===== src/verilog/spp_pkg.sv =====
// package: constants and types for the supply pulse fuse programmer
package spp_pkg;
    // timing, figures in microseconds and the system clock rate
    localparam int CLK_MHZ            = 200;
    localparam int SYMBOL_PULSE_US    = 20;
    localparam int INTERPULSE_OFF_US  = 20;
    localparam int FUSE_PULSE_US      = 100;
    localparam int FUSE_PULSE_TYP_US  = 300;
    localparam int GROUP_IDLE_US      = 1000;
    localparam int SYMBOL_PULSE_CYC   = SYMBOL_PULSE_US * CLK_MHZ;
    localparam int INTERPULSE_OFF_CYC = INTERPULSE_OFF_US * CLK_MHZ;
    localparam int FUSE_PULSE_CYC     = FUSE_PULSE_US * CLK_MHZ;
    localparam int GROUP_IDLE_CYC     = GROUP_IDLE_US * CLK_MHZ;

    // bitfield layout
    localparam int NUM_FIELDS = 32;
    localparam int LOCK_ADDR  = 32;
    localparam int CAL_BITS   = 5;
    localparam int ADDR_W     = 6;

    // supply level codes from the comparator front end
    localparam logic [1:0] LVL_ZERO    = 2'h0;
    localparam logic [1:0] LVL_SUSTAIN = 2'h1;
    localparam logic [1:0] LVL_COUNT   = 2'h2;
    localparam logic [1:0] LVL_KEY     = 2'h3;

    // register map, byte addresses
    localparam int          APB_AW     = 12;
    localparam logic [11:0] REG_CTRL   = 12'h000;
    localparam logic [11:0] REG_STATUS = 12'h004;
    localparam logic [11:0] REG_FIELDS = 12'h008;
    localparam logic [11:0] REG_ADDR   = 12'h00C;

    // register fields and reset values
    localparam int          CTRL_TRIAL_BIT = 0;
    localparam logic        CTRL_TRIAL_RST = 1'b0;
    localparam int          STAT_ABORT_BIT = 0;
    localparam int          STAT_LOCK_BIT  = 1;
    localparam int          STAT_STATE_LSB = 4;
    localparam logic [31:0] WORD_ZERO      = 32'h0000_0000;

    typedef enum logic [1:0] {ST_IDLE, ST_KEY1, ST_KEY2, ST_ADDR} spp_state_t;
endpackage


===== src/verilog/spp_sym_if.sv =====
// interface: decoded supply symbols from the pulse classifier
`timescale 1ns/1ps
interface spp_sym_if;
    logic pulse_count;
    logic pulse_key;
    logic pulse_fuse;
    logic pulse_bad;
    logic group_idle;
    logic supply_zero;

    modport src (
        output pulse_count,
        output pulse_key,
        output pulse_fuse,
        output pulse_bad,
        output group_idle,
        output supply_zero
    );
    modport dst (
        input pulse_count,
        input pulse_key,
        input pulse_fuse,
        input pulse_bad,
        input group_idle,
        input supply_zero
    );
endinterface


===== src/verilog/spp_fuse_prog.sv =====
// module: supply pulse decoder, bitfield registers and fuse control
//
// Function
// - a sequence is enable key, address group, then optional long fuse pulse
// - key is short high, one mid, short high, with no interruption
// - each mid-level pulse after the key advances the address by one
// - supply at zero clears all volatile bitfields
// - supply held at sustain keeps bitfields so more can be added
// - a blown fuse keeps its bitfield at one for good
// - never set bitfields read zero; only addressed fields get fused
// - trial value: one sequence whose pulse count is the whole value
// - permanent coding: one sequence per one-bit, address n weighs 2^(n-1)
// - lock bit at address 32 set and fused blocks all further coding
// - operate switch point is five data bits, one of 32 steps
// - mid pulses count, short high separates, long high blows fuses
`timescale 1ns/1ps
module spp_fuse_prog #(
    parameter int FUSE_CYC = spp_pkg::FUSE_PULSE_CYC,
    parameter int IDLE_CYC = spp_pkg::GROUP_IDLE_CYC
) (
    // clock and reset
    input  wire logic                          clk_sys,
    input  wire logic                          rst,
    // supply level from the comparators
    input  wire logic [1:0]                    lvl_code,
    // fuse array
    input  wire logic [spp_pkg::NUM_FIELDS-1:0] fuse_sense,
    output logic                               fuse_blow,
    output logic [spp_pkg::ADDR_W-1:0]         fuse_addr,
    // calibration result
    output logic [spp_pkg::CAL_BITS-1:0]       operate_switch_point,
    output logic                               code_locked,
    // apb slave
    input  wire logic [spp_pkg::APB_AW-1:0]    paddr,
    input  wire logic                          psel,
    input  wire logic                          penable,
    input  wire logic                          pwrite,
    input  wire logic [31:0]                   pwdata,
    output logic [31:0]                        prdata,
    output logic                               pready,
    output logic                               pslverr
);
    import spp_pkg::*;

    spp_sym_if sym ();

    spp_pulse_class #(
        .SYM_CYC  (SYMBOL_PULSE_CYC),
        .OFF_CYC  (INTERPULSE_OFF_CYC),
        .FUSE_CYC (FUSE_CYC),
        .IDLE_CYC (IDLE_CYC)
    ) u_class (
        .clk_sys  (clk_sys),
        .rst      (rst),
        .lvl_code (lvl_code),
        .sym      (sym.src)
    );

    spp_state_t            state_ff;
    spp_state_t            nxt_state;
    logic [ADDR_W-1:0]     addr_cnt_ff;
    logic [NUM_FIELDS-1:0] vol_ff;
    logic [NUM_FIELDS-1:0] fields_ff;
    logic                  trial_ff;
    logic                  abort_ff;
    logic                  fuse_blow_ff;
    logic [ADDR_W-1:0]     fuse_addr_ff;
    logic [CAL_BITS-1:0]   op_point_ff;
    logic                  locked_ff;
    logic [31:0]           prdata_ff;
    logic                  pready_ff;
    logic                  pslverr_ff;

    // one-hot bitfield for an address; zero outside 1..32
    function automatic logic [NUM_FIELDS-1:0] fld_mask(
        input logic [ADDR_W-1:0] a
    );
        logic [NUM_FIELDS-1:0] m;
        m = '0;
        if (a != '0 && a <= ADDR_W'(LOCK_ADDR)) begin
            m = NUM_FIELDS'(1) << (a - ADDR_W'(1));
        end
        return m;
    endfunction

    function automatic logic reg_mapped(input logic [APB_AW-1:0] a);
        return a == REG_CTRL || a == REG_STATUS
            || a == REG_FIELDS || a == REG_ADDR;
    endfunction

    // lock comes from the effective fields, so a blown lock fuse
    // refuses coding again after every power cycle
    wire locked   = fields_ff[LOCK_ADDR-1];
    wire ev_zero  = sym.supply_zero;
    wire ev_bad   = sym.pulse_bad;
    wire ev_count = sym.pulse_count;
    wire ev_key   = sym.pulse_key;
    wire ev_fuse  = sym.pulse_fuse;
    wire ev_idle  = sym.group_idle;

    // an address group ends on a short key, a fuse pulse or a long rest
    wire commit = state_ff == ST_ADDR && !ev_zero && !ev_bad && !locked
                  && (ev_key || ev_fuse || ev_idle);
    wire [NUM_FIELDS-1:0] commit_mask = fld_mask(addr_cnt_ff);
    wire trial_ok = addr_cnt_ff <= ADDR_W'((1 << CAL_BITS) - 1);

    always_comb begin
        nxt_state = state_ff;
        case (state_ff)
            ST_IDLE: begin
                if (ev_key) begin
                    nxt_state = ST_KEY1;
                end
            end
            ST_KEY1: begin
                if (ev_count) begin
                    nxt_state = ST_KEY2;
                end else if (ev_key || ev_fuse || ev_idle) begin
                    nxt_state = ST_IDLE;
                end
            end
            ST_KEY2: begin
                if (ev_key) begin
                    nxt_state = ST_ADDR;
                end else if (ev_count || ev_fuse || ev_idle) begin
                    nxt_state = ST_IDLE;
                end
            end
            ST_ADDR: begin
                if (ev_fuse || ev_idle) begin
                    nxt_state = ST_IDLE;
                end else if (ev_key) begin
                    nxt_state = ST_KEY1;
                end
            end
            default: begin
                nxt_state = ST_IDLE;
            end
        endcase
        // noise, power loss or lock drop any sequence in progress
        if (ev_zero || ev_bad || locked) begin
            nxt_state = ST_IDLE;
        end
    end

    always_ff @(posedge clk_sys) begin
        if (rst) begin
            state_ff <= ST_IDLE;
        end else begin
            state_ff <= nxt_state;
        end
    end

    // address counter
    always_ff @(posedge clk_sys) begin
        if (rst) begin
            addr_cnt_ff <= '0;
        end else if (state_ff == ST_KEY2 && nxt_state == ST_ADDR) begin
            addr_cnt_ff <= '0;
        end else if (state_ff == ST_ADDR && nxt_state == ST_ADDR
                     && ev_count && addr_cnt_ff != '1) begin
            addr_cnt_ff <= addr_cnt_ff + ADDR_W'(1);
        end
    end

    // volatile bitfields; a zero supply or reset clears them, and a trial commit whose count fits in CAL_BITS rewrites the low CAL_BITS fields
    always_ff @(posedge clk_sys) begin
        if (rst || ev_zero) begin
            vol_ff <= '0;
        end else if (commit) begin
            if (trial_ff) begin
                if (trial_ok) begin
                    vol_ff[CAL_BITS-1:0] <= addr_cnt_ff[CAL_BITS-1:0];
                end
            end else begin
                vol_ff <= vol_ff | commit_mask;
            end
        end
    end

    // blown fuses override the volatile copy; unset fields read zero
    always_ff @(posedge clk_sys) begin
        if (rst) begin
            fields_ff <= '0;
        end else begin
            fields_ff <= vol_ff | fuse_sense;
        end
    end

    // fuse strobe only for a field being set to one in bitfield mode
    always_ff @(posedge clk_sys) begin
        if (rst) begin
            fuse_blow_ff <= 1'b0;
            fuse_addr_ff <= '0;
        end else if (commit && ev_fuse && !trial_ff
                     && commit_mask != '0) begin
            fuse_blow_ff <= 1'b1;
            fuse_addr_ff <= addr_cnt_ff;
        end else begin
            fuse_blow_ff <= 1'b0;
        end
    end

    always_ff @(posedge clk_sys) begin
        if (rst) begin
            op_point_ff <= '0;
            locked_ff   <= 1'b0;
        end else begin
            op_point_ff <= fields_ff[CAL_BITS-1:0];
            locked_ff   <= locked;
        end
    end

    // apb: one wait state, write and read data land with pready
    wire apb_setup = psel && penable && !pready_ff;
    wire apb_done  = psel && penable && pready_ff;

    always_ff @(posedge clk_sys) begin
        if (rst) begin
            trial_ff <= CTRL_TRIAL_RST;
        end else if (apb_done && pwrite && paddr == REG_CTRL) begin
            trial_ff <= pwdata[CTRL_TRIAL_BIT];
        end
    end

    // sticky abort: noise inside a sequence; set wins over clear
    always_ff @(posedge clk_sys) begin
        if (rst) begin
            abort_ff <= 1'b0;
        end else if (ev_bad && state_ff != ST_IDLE) begin
            abort_ff <= 1'b1;
        end else if (apb_done && pwrite && paddr == REG_STATUS
                     && pwdata[STAT_ABORT_BIT]) begin
            abort_ff <= 1'b0;
        end
    end

    always_ff @(posedge clk_sys) begin
        if (rst) begin
            pready_ff  <= 1'b0;
            pslverr_ff <= 1'b0;
            prdata_ff  <= WORD_ZERO;
        end else begin
            pready_ff  <= apb_setup;
            pslverr_ff <= apb_setup && !reg_mapped(paddr);
            prdata_ff  <= WORD_ZERO;
            if (apb_setup && !pwrite) begin
                case (paddr)
                    REG_CTRL: begin
                        prdata_ff[CTRL_TRIAL_BIT] <= trial_ff;
                    end
                    REG_STATUS: begin
                        prdata_ff[STAT_ABORT_BIT] <= abort_ff;
                        prdata_ff[STAT_LOCK_BIT]  <= locked;
                        prdata_ff[STAT_STATE_LSB +: 2] <= state_ff;
                    end
                    REG_FIELDS: begin
                        prdata_ff <= fields_ff;
                    end
                    REG_ADDR: begin
                        prdata_ff[ADDR_W-1:0] <= addr_cnt_ff;
                    end
                    default: begin
                        prdata_ff <= WORD_ZERO;
                    end
                endcase
            end
        end
    end

    assign fuse_blow            = fuse_blow_ff;
    assign fuse_addr            = fuse_addr_ff;
    assign operate_switch_point = op_point_ff;
    assign code_locked          = locked_ff;
    assign prdata               = prdata_ff;
    assign pready               = pready_ff;
    assign pslverr              = pslverr_ff;

    a_key_entry: assert property (@(posedge clk_sys) disable iff (rst)
        (state_ff == ST_ADDR && $past(state_ff) != ST_ADDR)
        |-> $past(state_ff) == ST_KEY2 && $past(ev_key))
        else $error("address mode entered without full key");

    a_addr_restart: assert property (@(posedge clk_sys) disable iff (rst)
        (state_ff == ST_KEY2 && nxt_state == ST_ADDR) |=> addr_cnt_ff == '0)
        else $error("address counter not restarted after key");

    a_addr_step: assert property (@(posedge clk_sys) disable iff (rst)
        (state_ff == ST_ADDR && nxt_state == ST_ADDR && ev_count
         && addr_cnt_ff < ADDR_W'(LOCK_ADDR))
        |=> addr_cnt_ff == $past(addr_cnt_ff) + ADDR_W'(1))
        else $error("address count did not advance on count pulse");

    a_zero_clear: assert property (@(posedge clk_sys) disable iff (rst)
        ev_zero |=> vol_ff == '0 ##1 fields_ff == $past(fuse_sense))
        else $error("zero supply did not clear volatile fields");

    a_fuse_keep: assert property (@(posedge clk_sys) disable iff (rst)
        1'b1 |=> (fields_ff & $past(fuse_sense)) == $past(fuse_sense))
        else $error("blown fuse not reflected as one");

    a_lock_refuse: assert property (@(posedge clk_sys) disable iff (rst)
        locked |=> state_ff == ST_IDLE && !fuse_blow_ff)
        else $error("coding accepted while locked");

    a_fuse_strobe: assert property (@(posedge clk_sys) disable iff (rst)
        fuse_blow_ff |-> $past(state_ff) == ST_ADDR && $past(ev_fuse)
        && !$past(trial_ff) ##1 !fuse_blow_ff)
        else $error("fuse strobe without long pulse in address mode");

    a_trial_apply: assert property (@(posedge clk_sys) disable iff (rst)
        (commit && trial_ff && trial_ok && !ev_zero)
        |=> ##2 op_point_ff == ($past(addr_cnt_ff, 3)
                                 | $past(fuse_sense[CAL_BITS-1:0], 2)))
        else $error("trial value not applied from pulse count");

    a_perm_set: assert property (@(posedge clk_sys) disable iff (rst)
        (commit && !trial_ff && !ev_zero)
        |=> (vol_ff & $past(commit_mask)) == $past(commit_mask))
        else $error("addressed bitfield not set");
endmodule


===== src/verilog/spp_pulse_class.sv =====
// module: times supply level runs and turns them into symbols
`timescale 1ns/1ps
module spp_pulse_class #(
    parameter int SYM_CYC  = spp_pkg::SYMBOL_PULSE_CYC,
    parameter int OFF_CYC  = spp_pkg::INTERPULSE_OFF_CYC,
    parameter int FUSE_CYC = spp_pkg::FUSE_PULSE_CYC,
    parameter int IDLE_CYC = spp_pkg::GROUP_IDLE_CYC
) (
    // clock and reset
    input  wire logic       clk_sys,
    input  wire logic       rst,
    // quantised supply level
    input  wire logic [1:0] lvl_code,
    // decoded symbols
    spp_sym_if.src          sym
);
    import spp_pkg::*;

    localparam int CW = $clog2(IDLE_CYC + 1);

    logic [1:0]    prev_lvl_ff;
    logic [CW-1:0] run_cnt_ff;
    logic          fused_ff;
    logic          count_ff;
    logic          key_ff;
    logic          fuse_ff;
    logic          bad_ff;
    logic          idle_ff;
    logic          zero_ff;

    wire lvl_chg  = lvl_code != prev_lvl_ff;
    wire held_sym = run_cnt_ff >= CW'(SYM_CYC - 1);
    wire held_off = run_cnt_ff >= CW'(OFF_CYC - 1);
    wire to_pulse = lvl_code == LVL_COUNT || lvl_code == LVL_KEY;

    // run length, counts cycles minus one at the present level
    always_ff @(posedge clk_sys) begin
        if (rst || lvl_chg) begin
            run_cnt_ff <= '0;
        end else if (run_cnt_ff != CW'(IDLE_CYC)) begin
            run_cnt_ff <= run_cnt_ff + CW'(1);
        end
    end

    always_ff @(posedge clk_sys) begin
        if (rst) begin
            prev_lvl_ff <= LVL_ZERO;
            fused_ff    <= 1'b0;
        end else begin
            prev_lvl_ff <= lvl_code;
            if (lvl_chg) begin
                fused_ff <= 1'b0;
            end else if (fuse_ff) begin
                fused_ff <= 1'b1;
            end
        end
    end

    // symbol pulses; a too short pulse or gap aborts rather than counts
    always_ff @(posedge clk_sys) begin
        if (rst) begin
            count_ff <= 1'b0;
            key_ff   <= 1'b0;
            fuse_ff  <= 1'b0;
            bad_ff   <= 1'b0;
            idle_ff  <= 1'b0;
            zero_ff  <= 1'b0;
        end else begin
            count_ff <= lvl_chg && prev_lvl_ff == LVL_COUNT && held_sym;
            key_ff   <= lvl_chg && prev_lvl_ff == LVL_KEY && held_sym
                        && !fused_ff && !fuse_ff;
            fuse_ff  <= !lvl_chg && lvl_code == LVL_KEY && !fused_ff
                        && run_cnt_ff == CW'(FUSE_CYC - 1);
            bad_ff   <= lvl_chg && (
                        (prev_lvl_ff == LVL_COUNT && !held_sym)
                        || (prev_lvl_ff == LVL_KEY && !held_sym)
                        || (to_pulse && !(prev_lvl_ff == LVL_SUSTAIN
                                          && held_off)));
            idle_ff  <= !lvl_chg && lvl_code == LVL_SUSTAIN
                        && run_cnt_ff == CW'(IDLE_CYC - 1);
            zero_ff  <= lvl_code == LVL_ZERO;
        end
    end

    assign sym.pulse_count = count_ff;
    assign sym.pulse_key   = key_ff;
    assign sym.pulse_fuse  = fuse_ff;
    assign sym.pulse_bad   = bad_ff;
    assign sym.group_idle  = idle_ff;
    assign sym.supply_zero = zero_ff;

    a_count_width: assert property (@(posedge clk_sys) disable iff (rst)
        count_ff |-> $past(run_cnt_ff) >= CW'(SYM_CYC - 1))
        else $error("count symbol from a pulse shorter than symbol time");

    a_fuse_time: assert property (@(posedge clk_sys) disable iff (rst)
        fuse_ff |-> $past(run_cnt_ff) == CW'(FUSE_CYC - 1) && !key_ff)
        else $error("fuse symbol not at the fuse pulse time");
endmodule


===== config.mk =====
export PLATFORM = sky130hd
export DESIGN_NAME = spp_fuse_prog
export DESIGN_NICKNAME = d
export VERILOG_FILES = /design/src/verilog/spp_pkg.sv /design/src/verilog/spp_sym_if.sv /design/src/verilog/spp_fuse_prog.sv /design/src/verilog/spp_pulse_class.sv
export SDC_FILE = /design/constraint.sdc
export NUM_CORES = 1
export LEC_CHECK = 0
export CAP_MARGIN = 25
export CELL_PAD_IN_SITES_DETAIL_PLACEMENT = 0
export CELL_PAD_IN_SITES_GLOBAL_PLACEMENT = 1
export CORE_ASPECT_RATIO = 1.75
export CORE_MARGIN = 3
export CORE_UTILIZATION = 34
export DETAILED_ROUTE_END_ITERATION = 8
export DONT_BUFFER_PORTS = 1
export HOLD_SLACK_MARGIN = 0.05
export PLACE_DENSITY = 0.59
export REMOVE_ABC_BUFFERS = 1
export SLEW_MARGIN = 20
export SYNTH_ARGS = -nofsm -noshare
export SYNTH_HDL_FRONTEND = slang
export SYNTH_HIERARCHICAL = 1
export SYNTH_SLANG_ARGS = --single-unit

===== constraint.sdc =====
create_clock -name clk_sys -period 5.2 [get_ports clk_sys]
set_input_delay 0.26 -clock clk_sys [delete_from_list [all_inputs] [get_ports clk_sys]]
set_output_delay 0.26 -clock clk_sys [all_outputs]
set_load 0.02 [all_outputs]

; Word level (Yosys, flattened, before mapping)
; Index checks and enable logic that the tools add are counted.
[word_totals]
reg_bits = 148
input_bits = 83
out_inout_bits = 47
word_cells = 151
[op_classes]
n_addsub = 3
n_lt_le_gt_ge = 3
eq_ne = 19
n_shift = 1
n_mux = 18
bitwise = 5
reduce_logical = 78
[op_table]
columns = op, n
row1 = bitwise OR 32 bit, 2
row2 = logical AND 1 bit, 38
row3 = two-way mux 32 bit, 1
row4 = nonzero test 32 bit, 1
row5 = << shifter 1 x 6 -> 32 bit (first input constant), 1
row6 = == test 12 x 4 -> 1 bit (second input constant), 2
row7 = adder 18 x 1 -> 18 bit (second input constant), 1
row8 = == test 18 x 15 -> 1 bit (second input constant), 1
row9 = == test 18 bit (second input constant), 1
row10 = greater-or-equal comparator 18 x 12 -> 1 bit (second input constant), 1
row11 = != test 18 bit (second input constant), 1
row12 = logical OR 1 bit, 15
row13 = == test 2 bit (second input constant), 7
row14 = two-way mux 2 bit, 7
row15 = == test 12 x 3 -> 1 bit (second input constant), 1
row16 = zero test 1 bit, 12
row17 = zero test 12 bit, 1
row18 = two-way mux 5 bit, 2
row19 = one-hot mux 2 bit (4 select lines), 1
row20 = adder 6 x 1 -> 6 bit (second input constant), 1
row21 = == test 2 x 1 -> 1 bit (second input constant), 3
row22 = <= comparator 6 x 5 -> 1 bit (second input constant), 1
row23 = <= comparator 6 bit (second input constant), 1
row24 = != test 6 bit (second input constant), 1
row25 = 15 further kinds, 24

; Depth between registers and ports, before layout
; Gate-level depths: netlist (run 1).
[logic_depth]
depth_word = 10
mapped_depth = 11
depth_no_buf = 8

; By module
; Netlist (run 1), hierarchy kept.
[by_module_without_submodules]
columns = mod, instances, cells_each, area_per_inst_um2, seq_area_each_um2
row1 = spp_fuse_prog, 1, 529, 4714.5, 2422.3
row2 = spp_pulse_class, 1, 151, 1288.7, 540.5

; Least setup slack after synthesis (run 1)
; No wires, ideal clock.
[synth_timing]
kind = reg-to-reg
startpoint = register addr_cnt_ff[1]
endpoint = register fuse_addr_ff[2], in the netlist fuse_addr[2]
setup_ns = 0.079
t_arrival_ns = 2.422
required_ns = 5.121
slack_ns = 2.700
path_stages_with_launch = 11
path_buffers = 2
period_less_slack_ns = 2.500
cell_sequence = dfxtp_1 buf_2 inv_1 ha_1 buf_2 nor4bb_1 a31oi_1 a311oi_2 a21oi_1 and4_4 o221ai_2
[synth_via]
elab_chain_len = 5
word_cells_on_any_way = 8
cone_classes = add/sub (1) / order compare (1) / shift (1) / mux (1) / reduce/logical (4)
[synth_rtl]
columns = element, line_no
row1 = "start, declared", spp_fuse_prog.sv:61  ; logic [ADDR_W-1:0] addr_cnt_ff;
row2 = "start signal, assigned", spp_fuse_prog.sv:162  ; addr_cnt_ff <= addr_cnt_ff + ADDR_W'(1);
row3 = "subtractor 6 x 1 -> 6 bit, or another cell as far along", spp_fuse_prog.sv:81  ; m = NUM_FIELDS'(1) << (a - ADDR_W'(1));
row4 = << shifter 1 x 6 -> 32 bit or logical AND 1 bit (tied branches), "spp_fuse_prog.sv:81, spp_fuse_prog.sv:80"
row5 = two-way mux 32 bit (*), spp_fuse_prog.sv:80  ; if (a != '0 && a <= ADDR_W'(LOCK_ADDR)) begin
row6 = nonzero test 32 bit (*), spp_fuse_prog.sv:196  ; && commit_mask != '0) begin
row7 = logical AND 1 bit (*), spp_fuse_prog.sv:196
row8 = "end signal, assigned", spp_fuse_prog.sv:198  ; fuse_addr_ff <= addr_cnt_ff;
row9 = "end, declared", spp_fuse_prog.sv:67  ; logic [ADDR_W-1:0] fuse_addr_ff;
; Every way passes the cells marked *; elsewhere a longest branch is shown, timed or not.
; A chain may end at the register's enable or synchronous reset.

; Worst setup path after layout (run 1)
[layout_timing]
startpoint = register addr_cnt_ff[0]
endpoint = register fuse_addr_ff[3], in the netlist fuse_addr[3]
; The elaborated chain is that of the path after synthesis.

==> flow_summary_export.csv, run 1 <==
group,metric,value,unit
worst_setup_path,rrSetupSlack,1.96,ns
floorplanning,ios,130,
cts,root_buffer,"clkbuf_16",
global_routing,grt_antenna_before_repair,0,
routing,drt-pass1-iter-count,5,
sta,worst_slack,1.96,ns
routing,wl,15400,µm
power,swShare,20.4,%
worst_setup_path,timing.rr.start,"addr_cnt_ff[0]",
logic_synthesis,synth_top_family_by_area,"simple AND/OR/NAND/NOR gates",
hold_path,hp-start,"lvl_code[1]",
floorplanning,rows,63,
worst_setup_path,r2r.worst_path.cells,8,
worst_setup_path,crit_chain,"inv_1 -> ha_1 -> nor4bb_1 -> a31oi_1 -> a311oi_2 -> a21oi_1 -> and4_4 -> o21ai_1",
power,pwr_density_cell,360,nW/µm²
worst_setup_path,crit_path_end_kind,"flip-flop",
placed_design,dpl_cell_area,6100,µm²
logic_synthesis,synth_top_area_share,49.4,%
cts,clk_path_buf_depth,2,
power,seq_power_share,45.1,%
finish,num_antenna_cells,0,
finish,drive_above_1_share,7.74,%
power,internal-power,0.00205,W
flow_run,drv_cap,0,
routing,vias,4854,
cts,cts.repair.resized,0,
finish,fin_cells,938,
finish,design_area,7150,µm²
cts,cts_tree,"done",
global_routing,grt-ovfl-total,0,
placed_design,portBuffers,0,
sta,tightest_slew,0.913,ns
power,p_switching,0.000526,W
logic_synthesis,muxShareOfSynthArea,1.63,%
sta,setup_tns,0,ns
logic_synthesis,synthDistinctLibCells,67,
cts,clock-sinks,148,
logic_synthesis,synth-xor-area-share,2.48,%
routing,via_per_inst,5.17,
worst_setup_path,critical_path_required,5.54,ns
sta,final-hold-violation-count,0,
logic_synthesis,syn-cell-area,6000,µm²
worst_setup_path,path_buf_inv,1,
global_routing,grt_max_degree,48,
worst_setup_path,cp_max_fo,15,
cts,htreeDepth,4,
floorplanning,die-width,106,µm
sta,max_freq,309,MHz
worst_setup_path,cp.arrival,3.58,ns
logic_synthesis,avgSynthCellArea,8.83,µm²
placed_design,dp_cells,868,
sta,whs,0.0715,ns
sta,finalMaxSlewViolations,0,
logic_synthesis,yosysTopAreaCell,"dfxtp_1",
routing,ant_nets,0,
routing,route.detailed.drc,0,
floorplanning,die-area,19300,µm²
outcome,outcome,"finished, final reports clean",
sta,skew,0.00714,ns
worst_setup_path,critical_path.top_delay_family,"compound AO/OA/AOI/OAI gates",
worst_setup_path,crit_path_max_incr_delay,0.71,ns
cts,clk_latency,0.42,ns
power,p_leak,2.57,nW
power,power_frac_comb,2.6,%
hold_path,hold_path_class,"input port to flip-flop",
logic_synthesis,yosys_register_bits,148,
logic_synthesis,synth-edff-count,0,
sta,min_period,3.24,ns
floorplanning,die_y,182,µm
sta,setup_violations,0,
cts,clk_pin_slew_worst_paths,0.06,ns
power,p_clk_share,52.2,%
worst_setup_path,r2r_end,"fuse_addr[3]",
logic_synthesis,ys_seq_area_share,49.4,%
worst_setup_path,start_kind,"flip-flop",
logic_synthesis,synth_cells,680,
power,irDropWorstVdd,0.179,mV
placed_design,place_ws,1.96,ns
logic_synthesis,ys_async_sr_fraction,0,%
logic_synthesis,synthTopCellsByCount,"dfxtp_1, nor2_1, a21oi_1",
logic_synthesis,ys_warn_count,6,
logic_synthesis,synthFlopType,"dfxtp_1",
logic_synthesis,synth_compound_area_share,13.3,%
worst_setup_path,cp_slowest_cell,"dfxtp_1",
routing,wl_per_cell,16.4,µm
logic_synthesis,yosys.area_share.simple,27.6,%
placed_design,globalplace.congestion,0.806,
sta,finalCritPeriodShare,62.2,%
finish,finalNetCount,790,
logic_synthesis,synth_most_common_cell,"dfxtp_1",
logic_synthesis,synth_fa_ha_area_share,1.67,%
global_routing,grt_usage,16.3,%
floorplanning,start_util,35.1,%
hold_path,hold_path_end,"u_class/sym.pulse_bad",
cts,cts_inserted_buffers,17,
global_routing,grt_pass1_vias,4823,
worst_setup_path,worstSetupPathType,"flip-flop to flip-flop",
finish,areaGrowthSynthToFinish,19.1,%
sta,rsz0062_at_grt,"no",
hold_path,min_path_cells,2,
routing,drtIter0Drc,159,
logic_synthesis,ys_top_cells_by_area,"dfxtp_1, nor2_1, a21oi_1, and2_1, nor3_1",
floorplanning,core_area,17100,µm²
sta,max_slew_margin,39.1,%
placed_design,hpwlAfterDp,10600,µm
global_routing,grt_pass1_wl,25200,µm
==> how the worst max path moves through the flow <==
stage                        start      endpoint  slack [ns]  cells past startpoint
floorplan           addr_cnt_ff[0]  fuse_addr[2]        2.69                      8
global placement    addr_cnt_ff[0]  fuse_addr[2]        2.04                      8
detailed placement  addr_cnt_ff[0]  fuse_addr[3]        1.96                      8
CTS                 addr_cnt_ff[0]  fuse_addr[3]        1.95                      8
global route        addr_cnt_ff[0]  fuse_addr[0]        1.62                      8
finish              addr_cnt_ff[0]  fuse_addr[3]        1.96                      8
==> layout make-up <==
| type | count | area (µm²) |
|---|---|---|
| Fill cell | 1749 | 9960 |
| Sequential cell | 148 | 2960 |
| Multi-Input combinational cell | 478 | 2800 |
| Clock buffer | 19 | 443 |
| Timing Repair Buffer | 39 | 400 |
| Tap cell | 227 | 284 |
| Clock inverter | 12 | 201 |
| Inverter | 15 | 56.3 |
==> what timing repair did <==
action,4_1_cts,5_1_grt
hold endpoints to repair,54,0
hold buffers,39,0
buffers inserted,0,0
==> metal layers <==
layer,track usage [%],wire [µm]
met5,0,0
met4,6.96,356
met3,3.81,568
met2,31.1,8700
met1,16.7,5750
==> state kept, by name (all words and copies together), names as in the netlist, 2 cells and up <==
| signal | flops |
|---|---|
| u_class/prev_lvl_ff | 2 |
| fuse_addr | 6 |
| prdata | 32 |
| vol_ff | 32 |
| addr_cnt_ff | 6 |
| u_class/run_cnt_ff | 18 |
| fields_ff | 32 |
| operate_switch_point | 5 |
| state_ff | 2 |
==> worst reg2reg max path: stages (launching register included) <==
cell	delay, ns
dfxtp_1	0.71
inv_1	0.22
ha_1	0.42
nor4bb_1	0.52
a31oi_1	0.16
a311oi_2	0.65
a21oi_1	0.09
and4_4	0.27
o21ai_1	0.14
==> cells in the final DEF, fill, tap and decap left out, types with 3 or more instances in the layout <==
cell and count:
nor4_1 13, bufinv_16 5, nor4bb_1 3, nor2b_1 14
a31oi_1 6, nor3_1 21, clkbuf_16 17, a21oi_1 53
dlygate4sd3_1 38, a41oi_1 3, a211oi_1 8, nor4b_1 3
mux2_2 4, nand2b_1 9, a32o_1 4, xor2_1 9
o21ai_1 5, a22oi_1 3, dfxtp_1 148, and2_1 33
ha_1 8, or4_1 3, or3_1 11, nor2_1 139
o21ai_0 16, nand3_1 14, a2111o_1 3, nand2_1 26
nand4_1 11, nor4_2 3, xnor2_1 8, mux2i_1 3
inv_1 15
==> metrics by stage <==
step           util, %  total power (W)
2_1_floorplan        -          0.00121
3_3_place_gp      35.7          0.00122
3_5_place_dp      35.7          0.00122
4_1_cts           41.8          0.00261
5_1_grt           41.8          0.00267
6_report          41.8          0.00258
==> cell families (layout without fill, tap and decap cells) <==
group                      Yosys count  after routing
DFF                                148            148
and+or+nand+nor                    323            323
muxes                                8              8
AOI/OAI and AO/OA                  122            122
xor gates and xnor gates            17             17
buffers and inverters               54             85
adders and majority gates            8              8
==> power by group through the flow <==
stage                     Sequential, W  Combinational, W  Clock, W
after floorplan                 0.00119         0.0000289         0
after global placement          0.00119         0.0000343         0
after detailed placement        0.00119         0.0000353         0
after CTS                       0.00116         0.0000688   0.00138
after global routing            0.00116         0.0000765   0.00143
final                           0.00116         0.0000678   0.00135
Note: power is estimated with default switching activity, not from simulation.
==> run 2: changes to the inputs <==
ABC_AREA = 1   (was unset)
PLACE_DENSITY = 0.61   (was 0.59)
clock period = 3.05 ns   (was 5.2 ns; I/O delays follow)
==> run 2 against run 1 <==
  * Clock power grew 56%
  * Critical path depth grew 7
  * Sequential power grew 71%
  * Total power grew 64%
  * Register-to-register slack lost 1.3 ns
  * Count of clock-buffer cells in the layout shrank 2
  * Die area grew 3.2%
  * Combinational power grew 110%
  * Sequential share of layout area shrank 1.9 points
  * Sequential cell count is the same
  * Critical path type unchanged
  * Highest routed layer unchanged
  * Non-clock buffer count grew 15
  * Fmax grew 34%
==> flow_summary_export.csv, run 2 <==
group,metric,value,unit
power,p_leak,3.05,nW
power,finalPower,0.00422,W
outcome,outcome,"finished, final reports clean",
power,pwr_density_cell,563,nW/µm²
logic_synthesis,synthDistinctLibCells,37,
placed_design,dp_cells,1078,
routing,wl,15900,µm
logic_synthesis,ys_seq_area_share,47.7,%
cts,clk_latency,0.42,ns
sta,min_period,2.42,ns
worst_setup_path,cp.depth,15,
routing,ant_nets,0,
finish,drive_above_1_share,9.49,%
logic_synthesis,yosysTopAreaCell,"dfxtp_1",
cts,clk_pin_slew_worst_paths,0.07,ns
sta,max_slew_margin,58.4,%
logic_synthesis,synthFlopType,"dfxtp_1",
finish,num_antenna_cells,0,
logic_synthesis,yosys_register_bits,148,
finish,areaGrowthSynthToFinish,20.9,%
logic_synthesis,avgSynthCellArea,7.18,µm²
logic_synthesis,synth_most_common_cell,"nor2_1",
routing,wl_met3,555,µm
floorplanning,die-width,108,µm
sta,whs,0.0771,ns
global_routing,grt_pass1_vias,5357,
floorplanning,rows,64,
logic_synthesis,ys_async_sr_fraction,0,%
sta,setup_tns,0,ns
routing,drt-pass1-iter-count,4,
sta,skew,0.00961,ns
hold_path,hold_path_class,"input port to flip-flop",
placed_design,portBuffers,0,
worst_setup_path,cp_max_fo,18,
floorplanning,start_util,35.1,%
power,swShare,23.0,%
sta,rsz0062_at_grt,"no",
finish,fin_cells,1158,
cts,root_buffer,"clkbuf_16",
routing,vias,5340,
global_routing,grt_antenna_before_repair,0,
worst_setup_path,path_buf_inv,2,
finish,finalNetCount,1005,
worst_setup_path,worstSetupPathType,"flip-flop to flip-flop",
routing,via_per_inst,4.61,
logic_synthesis,ys_warn_count,6,
finish,layout_common_cells,"nor2_1, nand2_1, dfxtp_1",
global_routing,grt-ovfl-total,0,
cts,clk_path_buf_depth,2,
worst_setup_path,crit_chain,"inv_1 -> ha_1 -> nand3_1 -> nand2_1 -> nor2_4 -> buf_4 -> nand2_1 -> nand2_1 -> nor2_1 -> nand2_1 -> nor2_1 -> nand2_2 -> nand3_1 -> nand2_1 -> nor2_1",
hold_path,min_path_cells,3,
logic_synthesis,ys_top_cells_by_area,"dfxtp_1, nor2_1, nand2_1, inv_1, nand3_1",
routing,drtIter0Drc,226,
routing,wl_met1,5510,µm
worst_setup_path,cp.arrival,2.74,ns
power,p_switching,0.000970,W
global_routing,grt_usage,16.7,%
logic_synthesis,synthTopCellsByCount,"nor2_1, nand2_1, dfxtp_1",
logic_synthesis,syn-cell-area,6210,µm²
routing,top_layer_used,"met4",
placed_design,globalplace.congestion,0.846,
power,seq_power_share,46.9,%
worst_setup_path,critical_path.top_delay_family,"simple AND/OR/NAND/NOR gates",
logic_synthesis,synth-edff-count,0,
floorplanning,core_area,17700,µm²
power,power_frac_comb,3.4,%
cts,cts_inserted_buffers,17,
flow_run,drv_cap,0,
floorplanning,ios,130,
logic_synthesis,synth_top_area_share,47.7,%
sta,setup_violations,0,
routing,route.detailed.drc,0,
power,irDropWorstVdd,0.282,mV
worst_setup_path,crit_top_cell,"nand2_1",
sta,finalMaxSlewViolations,0,
global_routing,grt_max_degree,49,
power,internal-power,0.00325,W
worst_setup_path,r2r.worst_path.cells,15,
sta,tightest_slew,0.619,ns
power,p_clk_share,49.8,%
floorplanning,die_y,185,µm
worst_setup_path,cp_slowest_cell,"dfxtp_1",
finish,final_util,42.4,%
worst_setup_path,start_kind,"flip-flop",
worst_setup_path,crit_path_end_kind,"flip-flop",
logic_synthesis,synth_cells,864,
cts,cts_tree,"done",
cts,htreeDepth,4,
placed_design,hpwlAfterDp,12100,µm
sta,max_freq,413,MHz
sta,final-hold-violation-count,0,
sta,finalCritPeriodShare,79.4,%
routing,wl_per_cell,13.7,µm
cts,clock-sinks,148,
routing,routed-wl-met2,9410,µm
floorplanning,die-area,20000,µm²
finish,num-fill-cells,1825,
global_routing,grt_pass1_wl,25800,µm
worst_setup_path,crit_path_max_incr_delay,0.47,ns
finish,final_common_cell,"nor2_1",
worst_setup_path,critical_path_required,3.37,ns
-- run 2: cell types whose count changed after synthesis, sizes merged, moves of 14 or more --
cell / previous run / this run
nand2: 26 / 168
nor2: 140 / 253
inv: 15 / 105
nand3: 14 / 58
and2: 33 / 0
nor4: 16 / 0
nor2b: 14 / 0
-- run 2: timing repair --
| item | CTS | global route |
|---|---|---|
| gates resized for setup | 0 | 0 |
| endpoints found under the hold margin | 65 | 0 |
| hold buffers | 47 | 0 |
| setup buffers | 0 | 0 |
-- run 2: worst register-to-register path, delay by kind of cell, from the launching register on --
kind | cells | cell delay, ns
adders and majority gates | 1 | 0.25
buffers and inverters | 2 | 0.36
DFF | 1 | 0.47
and+or+nand+nor | 12 | 1.24
-- run 2: logic make-up after synthesis --
logic type,Yosys count,share of synthesized area [%]
flops,148,47.7
fa+ha+maj,8,1.61
xor+xnor,3,0.544
buf+inv,129,8.53
simple gates,505,34.7
compound gates,71,6.87
-- run 2: per-stage QoR --
stage                     area (µm²)  setup slack, ns
after global routing            7500            0.366
after detailed placement        6410            0.601
after floorplan                 6080            0.845
after global placement          6410            0.657
after CTS                       7490            0.606
final                           7500            0.628
-- run 2: cell type report --
cell class	count	area (µm²)	area share [%]
Sequential cell	148	2960	39.5
Multi-Input combinational cell	587	2720	36.2
Timing Repair Buffer	54	541	7.20
Clock buffer	17	425	5.67
Inverter	106	400	5.34
Tap cell	231	289	3.85
Clock inverter	15	169	2.25
-- run 2: power groups by stage --
stage / combinational [W] / sequential (W) / clock (W)
finish: 0.000142 / 0.00198 / 0.00210
global route: 0.000161 / 0.00198 / 0.00226
CTS: 0.000145 / 0.00198 / 0.00217
detailed placement: 0.0000825 / 0.00202 / 0
global placement: 0.0000801 / 0.00202 / 0
floorplan: 0.0000658 / 0.00202 / 0
-- run 2: path summary, 6_finish.rpt --
kind	slack (ns)	startpoint	end
min	0.08	rst	state_ff[0]
min reg2reg	0.41	fields_ff[17]	prdata[17]
max	0.63	addr_cnt_ff[0]	fuse_addr[0]
max reg2reg	0.63	addr_cnt_ff[0]	fuse_addr[0]
-- run 2: layer usage --
layer / track usage [%] / vias to the layer above
li1: - / 2797
met1: 15.0 / 2428
met2: 33.9 / 89
met3: 3.61 / 26
met4: 7.89 / 0
met5: 0 / -
==> run 3: changes to the inputs <==
clock period = 2.4 ns   (was 3.05 ns; I/O delays follow)
==> run 3 against run 2 <==
  * Sequential share of layout area shrank 0.97 points
  * Count of clock-buffer cells in the layout up 2
  * Die area is the same
  * Sequential cell count unchanged
  * Critical path depth unchanged
  * Sequential power up 27%
  * Global-route usage grew 0.10 points
  * First-iteration DRC count down 17%
  * Clock power rose by 24%
  * Final area up 2.5%
==> flow_summary_export.csv, run 3 (same netlist as run 2, synthesis figures left out) <==
group,metric,value,unit
worst_setup_path,rrSetupSlack,0.20,ns
finish,fin_cells,1179,
placed_design,dpl_cell_area,6540,µm²
worst_setup_path,timing.rr.start,"addr_cnt_ff[1]",
power,power_frac_comb,3.6,%
cts,post-cts-setup-buffers,0,
finish,drive_above_1_share,10.9,%
routing,via_per_inst,4.57,
global_routing,grt-ovfl-total,0,
global_routing,grt_pass1_vias,5444,
cts,cts_inserted_buffers,17,
finish,num_antenna_cells,0,
worst_setup_path,cp.arrival,2.50,ns
worst_setup_path,cp_slowest_cell,"dfxtp_1",
worst_setup_path,critical_path.top_delay_family,"simple AND/OR/NAND/NOR gates",
routing,wl,16300,µm
hold_path,min_path_cells,3,
sta,finalMaxSlewViolations,0,
worst_setup_path,critical_path_required,2.70,ns
sta,finalCritPeriodShare,91.5,%
finish,final_common_cell,"nor2_1",
finish,areaGrowthSynthToFinish,23.9,%
global_routing,grt_usage,16.8,%
cts,root_buffer,"clkbuf_16",
routing,route.detailed.drc,0,
placed_design,portBuffers,0,
placed_design,globalplace.congestion,0.871,
cts,cts_tree,"done",
floorplanning,ios,130,
hold_path,hold_path_end,"fuse_addr[2]",
power,p_clk_share,49.0,%
power,seq_power_share,47.3,%
worst_setup_path,r2r.worst_path.cells,15,
worst_setup_path,crit_chain,"inv_1 -> ha_1 -> nand2_1 -> nand2_2 -> nand2_4 -> nor2_4 -> buf_12 -> nand2_1 -> nand2_1 -> nor2_1 -> nand2_1 -> nor2_1 -> nand2_4 -> a21oi_1 -> nor2_1",
worst_setup_path,cp_max_fo,13,
sta,final-hold-violation-count,0,
hold_path,hp-start,"rst",
hold_path,hold_path_class,"input port to flip-flop",
floorplanning,die-area,20000,µm²
sta,tightest_slew,0.617,ns
sta,max_slew_margin,58.6,%
power,internal-power,0.00417,W
sta,min_period,2.20,ns
routing,drtIter0Drc,187,
sta,skew,0.00839,ns
worst_setup_path,path_buf_inv,2,
worst_setup_path,crit_top_cell,"nand2_1",
cts,clk_pin_slew_worst_paths,0.06,ns
sta,whs,0.0559,ns
routing,ant_nets,0,
finish,design_area,7690,µm²
power,p_switching,0.00115,W
routing,wl_per_cell,13.8,µm
sta,max_freq,455,MHz
floorplanning,core_area,17700,µm²
sta,setup_tns,0,ns
cts,clk_path_buf_depth,2,
cts,htreeDepth,4,
power,pwr_density_cell,691,nW/µm²
flow_run,drv_cap,0,
outcome,outcome,"finished, final reports clean",
global_routing,grt_max_degree,49,
sta,setup_violations,0,
cts,clk_latency,0.42,ns
routing,drt-pass1-iter-count,4,
sta,rsz0062_at_grt,"no",
floorplanning,die_y,185,µm
power,swShare,21.7,%
cts,clock-sinks,148,
floorplanning,die-width,108,µm
placed_design,dp_cells,1093,
worst_setup_path,crit_path_max_incr_delay,0.35,ns
floorplanning,start_util,35.1,%
worst_setup_path,start_kind,"flip-flop",
global_routing,grt_antenna_before_repair,0,
finish,finalNetCount,1027,
placed_design,hpwlAfterDp,12400,µm
finish,layout_common_cells,"nor2_1, nand2_1, dfxtp_1",
routing,vias,5387,
power,finalPower,0.00532,W
worst_setup_path,worstSetupPathType,"flip-flop to flip-flop",
power,p_leak,3.15,nW
worst_setup_path,r2r_end,"fuse_addr[0]",
worst_setup_path,crit_path_end_kind,"flip-flop",
global_routing,grt_pass1_wl,25900,µm
power,irDropWorstVdd,0.501,mV
floorplanning,rows,64,
==> run 3: cell types whose count changed in the layout (fill, tap and decap cells not counted), sizes merged <==
cell         change
clkbuf           +2
dlygate4sd3      +8
inv              -5
clkinvlp         +2
buf             +14
==> run 3: final cells by class <==
class                      count  area, µm²
tap                          231        289
clock inverter                12        130
fill                        1869      10000
sequential                   148       2960
multi-input combinational    587       2730
inverter                     106        400
clock buffer                  19        453
timing repair buffer          76        731
==> run 3: how the worst max path moves through the flow <==
stage | from | to | slack, ns | depth (start not counted)
floorplan | addr_cnt_ff[0] | fuse_addr[0] | 0.19 | 14
global placement | addr_cnt_ff[1] | fuse_addr[0] | 0.16 | 13
detailed placement | addr_cnt_ff[1] | fuse_addr[2] | 0.13 | 13
CTS | addr_cnt_ff[1] | fuse_addr[0] | 0.1 | 13
global route | addr_cnt_ff[1] | fuse_addr[0] | 0.009 | 17
finish | addr_cnt_ff[1] | fuse_addr[0] | 0.20 | 15
==> run 3: stage by stage <==
stage	util (%)	setup slack (ns)
6_report	43.5	0.204
3_5_place_dp	36.9	0.129
2_1_floorplan	-	0.195
4_1_cts	43.4	0.0992
5_1_grt	43.5	0.00947
3_3_place_gp	36.9	0.159
==> run 3: power by group through the flow <==
stage                     sequential [W]  combinational [W]  clock (W)
final                            0.00252           0.000193    0.00261
after global routing             0.00252           0.000217    0.00278
after detailed placement         0.00257           0.000106          0
after CTS                        0.00252           0.000196    0.00268
after global placement           0.00257           0.000102          0
after floorplan                  0.00257          0.0000836          0
==> run 3: tightest hold or removal path: stages <==
cell and delay, ns:
clkinv_1 0.16, nand2_1 0.08, nor2_1 0.07
==> run 3: per-layer routing <==
| layer | vias to the layer above | part of all wire, % | track usage (%) |
|---|---|---|---|
| li1 | 2830 | - | - |
| met1 | 2469 | 35 | 14.7 |
| met2 | 75 | 61 | 35.6 |
| met3 | 13 | 2.7 | 3.33 |
| met4 | 0 | 1.3 | 6.22 |
| met5 | - | 0 | 0 |
==> run 3: what timing repair did <==
| action | CTS | global route |
|---|---|---|
| hold endpoints to repair | 76 | 0 |
| hold buffers | 55 | 0 |
| gates resized for setup | 0 | 4 |
| setup endpoints to repair | 0 | 7 |
